### src/verilog/clock_ctrl_pkg.sv
// Constants, types and register map of the clock source and start-up controller
package clock_ctrl_pkg;

    // APB register map, byte addresses of aligned 32-bit words
    localparam int unsigned  ADDR_W       = 12;
    localparam logic [11:0]  CTRL_OFS     = 12'h000;
    localparam logic [11:0]  STATUS_OFS   = 12'h004;
    localparam logic [11:0]  FUSE_OFS     = 12'h008;
    localparam logic [11:0]  DOMAIN_OFS   = 12'h00C;

    // Control register fields
    localparam int unsigned  CTRL_SLEEP_BIT = 0;
    localparam int unsigned  CTRL_MODE_LSB  = 1;
    localparam int unsigned  CTRL_MODE_MSB  = 2;
    localparam int unsigned  CTRL_ASY_BIT   = 3;

    // Status register fields
    localparam int unsigned  STAT_SRC_LSB   = 0;
    localparam int unsigned  STAT_STATE_LSB = 4;
    localparam int unsigned  STAT_RUN_BIT   = 8;

    // Fuse image; an unprogrammed fuse reads one
    typedef struct packed {
        logic [3:0] clock_source_select;
        logic [1:0] startup_time_select;
        logic       divide_by_eight_fuse;
    } fuse_t;

    localparam int unsigned  FUSE_W       = 7;
    localparam fuse_t        FUSE_DEFAULT = '{clock_source_select:  4'h2,
                                              startup_time_select:  2'h2,
                                              divide_by_eight_fuse: 1'h0};

    // Source-select codes with a single meaning
    localparam logic [3:0]   CODE_EXT     = 4'h0;
    localparam logic [3:0]   CODE_RSV     = 4'h1;
    localparam logic [3:0]   CODE_RC_CAL  = 4'h2;
    localparam logic [3:0]   CODE_RC_128K = 4'h3;
    localparam logic [1:0]   GRP_FS_XTAL  = 2'h3;
    localparam logic [1:0]   GRP_LF_XTAL  = 2'h2;
    localparam logic         FUSE_PROGRAMMED = 1'h0;

    typedef enum logic [2:0] {
        SRC_EXT     = 3'b000,
        SRC_RSV     = 3'b001,
        SRC_RC_CAL  = 3'b010,
        SRC_RC_128K = 3'b011,
        SRC_LF_XTAL = 3'b100,
        SRC_FS_XTAL = 3'b101,
        SRC_LP_XTAL = 3'b110
    } src_t;

    typedef enum logic [2:0] {
        ST_HOLD    = 3'b000,
        ST_DECODE  = 3'b001,
        ST_TIMEOUT = 3'b010,
        ST_STARTUP = 3'b011,
        ST_RUN     = 3'b100,
        ST_SLEEP   = 3'b101,
        ST_WAKE    = 3'b110
    } state_t;

    typedef enum logic [1:0] {
        SLP_IDLE     = 2'b00,
        SLP_ADC_NR   = 2'b01,
        SLP_PWR_DOWN = 2'b10,
        SLP_PWR_SAVE = 2'b11
    } sleep_t;

    // Clock domain enables
    typedef struct packed {
        logic core_clock;
        logic peripheral_clock;
        logic flash_clock;
        logic async_timer_clock;
        logic converter_clock;
    } gate_t;

    // Delay counts, in watchdog or source oscillator cycles
    localparam int unsigned  CNT_W        = 16;
    localparam logic [15:0]  CNT_ZERO     = 16'h0000;
    localparam logic [15:0]  TOUT_SHORT   = 16'h0200;
    localparam logic [15:0]  TOUT_LONG    = 16'h2000;
    localparam logic [15:0]  STARTUP_EXT  = 16'h0006;
    localparam logic [15:0]  STARTUP_258  = 16'h0102;
    localparam logic [15:0]  STARTUP_1K   = 16'h0400;
    localparam logic [15:0]  STARTUP_16K  = 16'h4000;
    localparam logic [15:0]  STARTUP_32K  = 16'h8000;
    localparam logic [15:0]  RESET_EXTRA  = 16'h000E;

    // System clock prescaler
    localparam logic [2:0]   DIV8_LAST    = 3'h7;

endpackage : clock_ctrl_pkg

### src/verilog/tick_counter.sv
// Loadable down-counter that counts qualified ticks to zero
`timescale 1ns/100ps
module tick_counter #(
    parameter int unsigned W = 16
) (
    // Clock and reset
    input  wire logic         pclk,
    input  wire logic         presetn,
    // Control
    input  wire logic         load,
    input  wire logic [W-1:0] load_val,
    input  wire logic         tick,
    // Status
    output logic              done
);
    logic [W-1:0] cnt_r;
    logic [W-1:0] cnt_nxt;

    always_comb begin
        cnt_nxt = cnt_r;
        if (load) begin
            cnt_nxt = load_val;
        end else if (tick && (cnt_r != '0)) begin
            cnt_nxt = cnt_r - {{(W-1){1'b0}}, 1'b1};
        end
    end

    always_ff @(posedge pclk or negedge presetn) begin
        if (!presetn) begin
            cnt_r <= '0;
        end else begin
            cnt_r <= cnt_nxt;
        end
    end

    assign done = (cnt_r == '0);

endmodule : tick_counter

### src/verilog/clock_startup_ctrl.sv
// Clock source decode, reset start-up sequencing and clock domain gating
//
// Our own choices: the placing of the registers and register access over APB.
`timescale 1ns/100ps
module clock_startup_ctrl
    import clock_ctrl_pkg::*;
#(
    parameter logic [15:0] TOUT_LONG_CNT   = clock_ctrl_pkg::TOUT_LONG,
    parameter logic [15:0] STARTUP_16K_CNT = clock_ctrl_pkg::STARTUP_16K,
    parameter logic [15:0] STARTUP_32K_CNT = clock_ctrl_pkg::STARTUP_32K
) (
    // Clock and reset
    input  wire logic                  pclk,
    input  wire logic                  presetn,
    // APB slave
    input  wire logic                  psel,
    input  wire logic                  penable,
    input  wire logic                  pwrite,
    input  wire logic [11:0]           paddr,
    input  wire logic [31:0]           pwdata,
    output logic [31:0]                prdata,
    output logic                       pready,
    output logic                       pslverr,
    // Pins from fuses, reset sources, oscillators and wake logic
    input  wire clock_ctrl_pkg::fuse_t fuse_pins,
    input  wire logic                  ext_reset_n,
    input  wire logic                  wdt_osc,
    input  wire logic                  src_osc,
    input  wire logic                  wake_req,
    // Clock system outputs
    output clock_ctrl_pkg::gate_t      domain_en,
    output logic                       internal_reset_n,
    output logic                       sys_tick,
    output clock_ctrl_pkg::src_t       source_sel
);
    import clock_ctrl_pkg::*;

    // Two-flop synchronisers for every pin input
    fuse_t        fuse_s1_r;
    fuse_t        fuse_s2_r;
    logic [3:0]   pin_s1_r;
    logic [3:0]   pin_s2_r;
    logic [1:0]   osc_d_r;
    logic         ext_rst_s;
    logic         wake_s;
    logic         wdt_tick;
    logic         osc_tick;

    always_ff @(posedge pclk or negedge presetn) begin
        if (!presetn) begin
            fuse_s1_r <= FUSE_DEFAULT;
            fuse_s2_r <= FUSE_DEFAULT;
            pin_s1_r  <= 4'h0;
            pin_s2_r  <= 4'h0;
            osc_d_r   <= 2'h0;
        end else begin
            fuse_s1_r <= fuse_pins;
            fuse_s2_r <= fuse_s1_r;
            pin_s1_r  <= {src_osc, wdt_osc, wake_req, ext_reset_n};
            pin_s2_r  <= pin_s1_r;
            osc_d_r   <= pin_s2_r[3:2];
        end
    end

    // Wake is sampled on pclk, which never stops, so it works with the peripheral clock halted
    assign ext_rst_s = pin_s2_r[0];
    assign wake_s    = pin_s2_r[1];
    assign wdt_tick  = pin_s2_r[2] & ~osc_d_r[0];
    assign osc_tick  = pin_s2_r[3] & ~osc_d_r[1];

    // State
    state_t      state_r;
    state_t      state_nxt;
    fuse_t       fuse_r;
    fuse_t       fuse_nxt;
    sleep_t      mode_r;
    sleep_t      mode_nxt;
    logic        asy_en_r;
    logic        asy_en_nxt;
    gate_t       gate_r;
    gate_t       gate_nxt;
    logic        irst_n_r;
    logic        irst_n_nxt;
    logic [2:0]  div_cnt_r;
    logic [2:0]  div_cnt_nxt;
    logic        tick_r;
    logic        tick_nxt;
    src_t        src_r;
    logic [31:0] prdata_r;
    logic [31:0] prdata_nxt;
    logic        pready_r;
    logic        pslverr_r;
    logic        pslverr_nxt;

    // Fuse decode
    src_t        src_dec;
    logic [15:0] tout_len;
    logic [15:0] su_len;
    logic [15:0] su_load_val;
    logic [2:0]  xtal_idx;
    logic        tout_load;
    logic        su_load;
    logic        tout_done;
    logic        su_done;
    logic        deep_sleep;
    logic        wr_en;
    logic        rd_setup;
    logic        addr_ok;

    always_comb begin
        xtal_idx = {fuse_r.clock_source_select[0], fuse_r.startup_time_select};
        src_dec  = SRC_RSV;
        if (fuse_r.clock_source_select[3]) begin
            src_dec = SRC_LP_XTAL;
        end else if (fuse_r.clock_source_select[2:1] == GRP_FS_XTAL) begin
            src_dec = SRC_FS_XTAL;
        end else if (fuse_r.clock_source_select[2:1] == GRP_LF_XTAL) begin
            src_dec = SRC_LF_XTAL;
        end else if (fuse_r.clock_source_select == CODE_RC_128K) begin
            src_dec = SRC_RC_128K;
        end else if (fuse_r.clock_source_select == CODE_RC_CAL) begin
            src_dec = SRC_RC_CAL;
        end else if (fuse_r.clock_source_select == CODE_EXT) begin
            src_dec = SRC_EXT;
        end
        // Non-crystal sources: time-out from start-up select, short fixed start-up
        unique case (fuse_r.startup_time_select)
            2'b00:   tout_len = CNT_ZERO;
            2'b01:   tout_len = TOUT_SHORT;
            2'b10:   tout_len = TOUT_LONG_CNT;
            2'b11:   tout_len = TOUT_LONG_CNT;
        endcase
        su_len = STARTUP_EXT;
        if (src_dec == SRC_LF_XTAL) begin
            su_len = STARTUP_32K_CNT;
        end else if ((src_dec == SRC_LP_XTAL) || (src_dec == SRC_FS_XTAL)) begin
            unique case (xtal_idx)
                3'd0:    begin su_len = STARTUP_258;     tout_len = TOUT_SHORT;    end
                3'd1:    begin su_len = STARTUP_258;     tout_len = TOUT_LONG_CNT; end
                3'd2:    begin su_len = STARTUP_1K;      tout_len = CNT_ZERO;      end
                3'd3:    begin su_len = STARTUP_1K;      tout_len = TOUT_SHORT;    end
                3'd4:    begin su_len = STARTUP_1K;      tout_len = TOUT_LONG_CNT; end
                3'd5:    begin su_len = STARTUP_16K_CNT; tout_len = CNT_ZERO;      end
                3'd6:    begin su_len = STARTUP_16K_CNT; tout_len = TOUT_SHORT;    end
                3'd7:    begin su_len = STARTUP_16K_CNT; tout_len = TOUT_LONG_CNT; end
            endcase
        end
    end

    // Time-out runs on watchdog ticks, start-up on selected oscillator ticks
    tick_counter #(.W(CNT_W)) tout_cnt (
        .pclk     (pclk),
        .presetn  (presetn),
        .load     (tout_load),
        .load_val (tout_len),
        .tick     (wdt_tick),
        .done     (tout_done)
    );

    tick_counter #(.W(CNT_W)) su_cnt (
        .pclk     (pclk),
        .presetn  (presetn),
        .load     (su_load),
        .load_val (su_load_val),
        .tick     (osc_tick),
        .done     (su_done)
    );

    // APB decode; zero wait states, so read data are taken in the setup cycle
    assign wr_en    = psel & penable & pwrite & pready_r;
    assign rd_setup = psel & ~penable;
    assign addr_ok  = (paddr == CTRL_OFS) || (paddr == STATUS_OFS) ||
                      (paddr == FUSE_OFS) || (paddr == DOMAIN_OFS);

    // Sequencer
    always_comb begin
        state_nxt   = state_r;
        fuse_nxt    = fuse_r;
        tout_load   = 1'b0;
        su_load     = 1'b0;
        su_load_val = su_len + RESET_EXTRA;
        deep_sleep  = (mode_r == SLP_PWR_DOWN) || (mode_r == SLP_PWR_SAVE);
        unique case (state_r)
            ST_HOLD: begin
                fuse_nxt = fuse_s2_r;
                if (ext_rst_s) begin
                    state_nxt = ST_DECODE;
                end
            end
            ST_DECODE: begin
                tout_load = 1'b1;
                state_nxt = ST_TIMEOUT;
            end
            ST_TIMEOUT: begin
                if (tout_done) begin
                    su_load   = 1'b1;
                    state_nxt = ST_STARTUP;
                end
            end
            ST_STARTUP: begin
                if (su_done) begin
                    state_nxt = ST_RUN;
                end
            end
            ST_RUN: begin
                if (wr_en && (paddr == CTRL_OFS) && pwdata[CTRL_SLEEP_BIT]) begin
                    state_nxt = ST_SLEEP;
                end
            end
            ST_SLEEP: begin
                if (wake_s && deep_sleep) begin
                    su_load     = 1'b1;
                    su_load_val = su_len;
                    state_nxt   = ST_WAKE;
                end else if (wake_s) begin
                    state_nxt = ST_RUN;
                end
            end
            ST_WAKE: begin
                if (su_done) begin
                    state_nxt = ST_RUN;
                end
            end
            default: state_nxt = ST_HOLD;
        endcase
        if (!ext_rst_s) begin
            state_nxt = ST_HOLD;
        end
    end

    // Domain gating follows the next state so the enables line up with state_r
    always_comb begin
        irst_n_nxt  = (state_nxt == ST_RUN) || (state_nxt == ST_SLEEP) ||
                      (state_nxt == ST_WAKE);
        mode_nxt    = mode_r;
        asy_en_nxt  = asy_en_r;
        if (wr_en && (paddr == CTRL_OFS) && (state_r != ST_SLEEP)) begin
            mode_nxt   = sleep_t'(pwdata[CTRL_MODE_MSB:CTRL_MODE_LSB]);
            asy_en_nxt = pwdata[CTRL_ASY_BIT];
        end
        gate_nxt = '0;
        if (state_nxt == ST_RUN) begin
            gate_nxt.core_clock       = 1'b1;
            gate_nxt.peripheral_clock = 1'b1;
            gate_nxt.converter_clock  = 1'b1;
            gate_nxt.async_timer_clock = asy_en_nxt;
        end else if (state_nxt == ST_SLEEP) begin
            unique case (mode_nxt)
                SLP_IDLE: begin
                    gate_nxt.peripheral_clock = 1'b1;
                    gate_nxt.converter_clock  = 1'b1;
                    gate_nxt.async_timer_clock = asy_en_nxt;
                end
                SLP_ADC_NR: begin
                    gate_nxt.converter_clock  = 1'b1;
                    gate_nxt.async_timer_clock = asy_en_nxt;
                end
                SLP_PWR_SAVE: gate_nxt.async_timer_clock = asy_en_nxt;
                SLP_PWR_DOWN: gate_nxt.async_timer_clock = 1'b0;
            endcase
        end else if (state_nxt == ST_WAKE) begin
            gate_nxt.async_timer_clock = asy_en_nxt && (mode_nxt == SLP_PWR_SAVE);
        end
        gate_nxt.flash_clock = gate_nxt.core_clock;
        // Programmed divide fuse gives one system tick in eight
        div_cnt_nxt = div_cnt_r + 3'h1;
        if (fuse_r.divide_by_eight_fuse == FUSE_PROGRAMMED) begin
            tick_nxt = (div_cnt_r == DIV8_LAST);
        end else begin
            tick_nxt = 1'b1;
        end
    end

    // Register read mux
    always_comb begin
        prdata_nxt  = prdata_r;
        pslverr_nxt = pslverr_r;
        if (rd_setup) begin
            pslverr_nxt = ~addr_ok;
            prdata_nxt  = 32'h0000_0000;
            if (paddr == CTRL_OFS) begin
                prdata_nxt[CTRL_MODE_MSB:CTRL_MODE_LSB] = mode_r;
                prdata_nxt[CTRL_ASY_BIT]                = asy_en_r;
            end else if (paddr == STATUS_OFS) begin
                prdata_nxt[STAT_SRC_LSB +: 3]   = src_r;
                prdata_nxt[STAT_STATE_LSB +: 3] = state_r;
                prdata_nxt[STAT_RUN_BIT]        = irst_n_r;
            end else if (paddr == FUSE_OFS) begin
                prdata_nxt[FUSE_W-1:0] = fuse_r;
            end else if (paddr == DOMAIN_OFS) begin
                prdata_nxt[4:0] = gate_r;
            end
        end
    end

    always_ff @(posedge pclk or negedge presetn) begin
        if (!presetn) begin
            state_r   <= ST_HOLD;
            fuse_r    <= FUSE_DEFAULT;
            mode_r    <= SLP_IDLE;
            asy_en_r  <= 1'b0;
            gate_r    <= '0;
            irst_n_r  <= 1'b0;
            div_cnt_r <= 3'h0;
            tick_r    <= 1'b0;
            src_r     <= SRC_RC_CAL;
            prdata_r  <= 32'h0000_0000;
            pready_r  <= 1'b0;
            pslverr_r <= 1'b0;
        end else begin
            state_r   <= state_nxt;
            fuse_r    <= fuse_nxt;
            mode_r    <= mode_nxt;
            asy_en_r  <= asy_en_nxt;
            gate_r    <= gate_nxt;
            irst_n_r  <= irst_n_nxt;
            div_cnt_r <= div_cnt_nxt;
            tick_r    <= tick_nxt;
            src_r     <= src_dec;
            prdata_r  <= prdata_nxt;
            pready_r  <= 1'b1;
            pslverr_r <= pslverr_nxt;
        end
    end

    assign prdata           = prdata_r;
    assign pready           = pready_r;
    assign pslverr          = pslverr_r;
    assign domain_en        = gate_r;
    assign internal_reset_n = irst_n_r;
    assign sys_tick         = tick_r;
    assign source_sel       = src_r;
endmodule : clock_startup_ctrl

### config.mk
export PLATFORM = sky130hd
export DESIGN_NAME = clock_startup_ctrl
export DESIGN_NICKNAME = d
export VERILOG_FILES = /design/src/verilog/clock_ctrl_pkg.sv /design/src/verilog/tick_counter.sv /design/src/verilog/clock_startup_ctrl.sv
export SDC_FILE = /design/constraint.sdc
export NUM_CORES = 1
export LEC_CHECK = 0
export BUFFER_PORTS_ARGS = -buffer_cell sky130_fd_sc_hd__buf_2
export CORE_MARGIN = 10
export CORE_UTILIZATION = 50
export CTS_BUF_LIST = sky130_fd_sc_hd__clkbuf_8
export CTS_CLUSTER_SIZE = 10
export DETAILED_ROUTE_END_ITERATION = 10
export MAX_ROUTING_LAYER = met4
export PLACE_DENSITY = 0.87
export SLEW_MARGIN = 20
export SYNTH_ARGS = -nofsm -noshare
export SYNTH_HDL_FRONTEND = slang
export SYNTH_SLANG_ARGS = --single-unit
### constraint.sdc
create_clock -name pclk -period 2.5 [get_ports pclk]
set_clock_uncertainty 0.1 [all_clocks]
set_input_delay 0.125 -clock pclk [delete_from_list [all_inputs] [get_ports pclk]]
set_output_delay 0.125 -clock pclk [all_outputs]
set_load 0.01 [all_outputs]
==> results.tsv <==
metric	value	unit
status	finished, violations left	
violations	setup timing	
max_cap_violations	0	
dpl.hpwl	7100	um
power.total	5.25	mW
cp.arrival	2760	ps
pin_count	104	
avgSynthCellArea	10.5	um^2
cts_buffer_depth	2	
detail_route.iter0.violations	284	
synth.top_cell.area_share	48.6	%
hp-start	paddr[2]	
p_sw	2.00	mW
drive_gt1_share	31.2	%
finalHoldViolations	0	
ys_ff_latch	91	
worstPathRequired	2720	ps
synth_seq_area_share	52.8	%
setup_slack	-39.2	ps
powerDensity	975	mW/mm^2
maxSlewHeadroom	61.0	%
hold_ws	81.3	ps
grt_first_pass_wirelength	16800	um
design.die.area	0.0128	mm^2
worstSetupPathType	reg2reg	
routed_wl	10500	um
vias	3411	
nFillCells	610	
fin_crit_sh	102	%
synthFlopType	dfrtp_1	
most-common-layout-cells	dfrtp_1, buf_2, nor2_1, buf_4, nand2_1	
core_area	0.00830	mm^2
cts_made_buffers	9	
placed_cells	584	
syn-instance-count	412	
irDropWorstVdd	530	uV
io_buffers	51	
rsz0062_at_grt	true	
nNetsFinal	585	
place.gp.congestion	0.884	
final_common_cell	dfrtp_1	
clock_latency	380	ps
syn2layout_area_growth	24.4	%
worstReg2RegStart	su_cnt.cnt_r[1]	
start_util	52.1	%
setup_tns	-129	ps
leakagePower	2.51	nW
cts_max_level	3	
grt_pass1_vias	3625	
setup_violations	6	
cp-end-kind	flop	
core.rowCount	33	
worst_pin_slew	584	ps
p_int	3.25	mW
synth_area_leader_cell	dfrtp_1	
netlist_top_cells_area	dfrtp_1, buf_4, dfstp_2	
viasPerCell	5.46	
grt_usage	16.3	%
critPathLaunchType	flop	
period_minus_slack	2540	ps
mappedNetlistArea	0.00433	mm^2
multi_input_area	0.00194	mm^2
switching_share	38.1	%
hp-class	in2reg	
path_clk_slew	100	ps
power_frac_clock	19.2	%
diodes	0	
crit_fanout	8	
ff_latch_area	0.00229	mm^2
clock_sinks	91	
antenna_found_initial	0	
drc	0	
cts_tree	yes	
yosysWarningCount	0	
synth_edf_count	0	
fmax	394	MHz
finalMaxSlewViolations	0	
pwr-share-seq	41.0	%
first_pass_iters	5	
gr-total-overflow	0	
clock-root-buffer	clkbuf_8	
final_cell_count_no_fill	625	
yosysUniqueCellTypes	56	
grt_max_degree	47	
crit_start	su_cnt.cnt_r[1]	
async_reset_ff_share	100	%
die_h	113	um
final_antenna_net_count	0	
combPwrFrac	39.8	%
wl_per_cell	16.8	um
die_x	113	um
## cell usage after synthesis (3+ instances only)
| library cell | n |
|---|---|
| a21oi_1 | 12 |
| a22oi_1 | 5 |
| a31oi_1 | 4 |
| buf_4 | 25 |
| clkbuf_1 | 11 |
| dfrtp_1 | 84 |
| dfstp_2 | 7 |
| ha_1 | 10 |
| inv_1 | 17 |
| mux2_2 | 9 |
| mux2i_1 | 5 |
| nand2_1 | 30 |
| nand3_1 | 7 |
| nand3b_1 | 3 |
| nand4_1 | 7 |
| nor2_1 | 47 |
| nor2b_1 | 6 |
| nor3_1 | 12 |
| nor3b_1 | 3 |
| nor4_1 | 5 |
| o21ai_0 | 18 |
| o31ai_1 | 6 |
| or2_2 | 3 |
| or3_1 | 7 |
| or4_1 | 5 |
| xnor2_1 | 12 |
| xor2_1 | 14 |
## layer usage
metal	global-route usage, %	share of wire (%)
met3	4.17	6.5
met2	28.2	53
met5	-	0
met4	7.78	2.6
met1	16.9	38
## worst paths after layout
path / to / slack (ps) / depth (start not counted)
min in group asynchronous: osc_d_r[1] / 190 / 2
worst max-delay path: domain_en[1] / -40 / 9
worst min register to register: fuse_s2_r[5] / 260 / 0
worst max register to register: domain_en[1] / -40 / 9
max in group asynchronous: fuse_r[4] / 1420 / 3
worst min-delay path: prdata[3] / 80 / 3
## critical path, cell delays in order, from the launching register on
cell     delay [ps]
dfrtp_1         400
inv_2            90
ha_4            130
or4b_4          450
or4_4           550
buf_8           170
nor3_4          160
a21oi_2          80
nor2b_2         170
and4b_1         190
## metrics by stage
step / worst slack (ps) / util [%] / instance area (um^2)
6_report: -39.2 / 64.8 / 5380
3_5_place_dp: -127 / 58.1 / 4820
3_3_place_gp: -23.8 / 58.1 / 4820
5_1_grt: -120 / 64.8 / 5380
2_1_floorplan: 28.6 / - / 4410
4_1_cts: -2.34 / 63.7 / 5290
## registers in the layout, summed over array words and instances, names as in the netlist, 3 cells and up
register,flops
su_cnt.cnt_r,16
tout_cnt.cnt_r,16
prdata,8
fuse_r,7
fuse_s1_r,7
fuse_s2_r,7
domain_en,4
pin_s1_r,4
pin_s2_r,4
div_cnt_r,3
source_sel,3
state_r,3
## what timing repair did
action | CTS | global route
pin swaps | 8 | 4
hold buffers | 15 | 0
endpoints found under the hold margin | 56 | 0
gates resized for setup | 17 | 16
buffers inserted | 5 | 5
setup endpoints to repair | 13 | 16
cloned | 0 | 0
## area by class of cell
type,count,share of cell area (%)
sequential,91,42.5
multi-input combinational,289,36.1
timing repair buffer,107,14.0
tap,105,2.44
clock buffer,9,2.30
clock inverter,7,1.53
inverter,17,1.19
## power groups by stage
| stage | clock network, mW | registers, mW | logic (mW) |
|---|---|---|---|
| after floorplan | 0 | 2.10 | 1.18 |
| after global placement | 0 | 2.12 | 1.71 |
| after detailed placement | 0 | 2.14 | 1.82 |
| after CTS | 1.02 | 2.12 | 1.96 |
| after global routing | 1.08 | 2.19 | 2.31 |
| final | 1.01 | 2.15 | 2.09 |
## kinds of logic after synthesis
| group | share of synthesized area (%) |
|---|---|
| AO/OA/AOI/OAI | 8.85 |
| XOR/XNOR | 5.26 |
| adder cells (fa/ha/maj) | 2.89 |
| buffers and inverters | 7.00 |
| flip-flops | 52.8 |
| multiplexers | 4.54 |
| other | 0.174 |
| AND/OR/NAND/NOR | 18.4 |
Power figures use the tool's default switching activity.
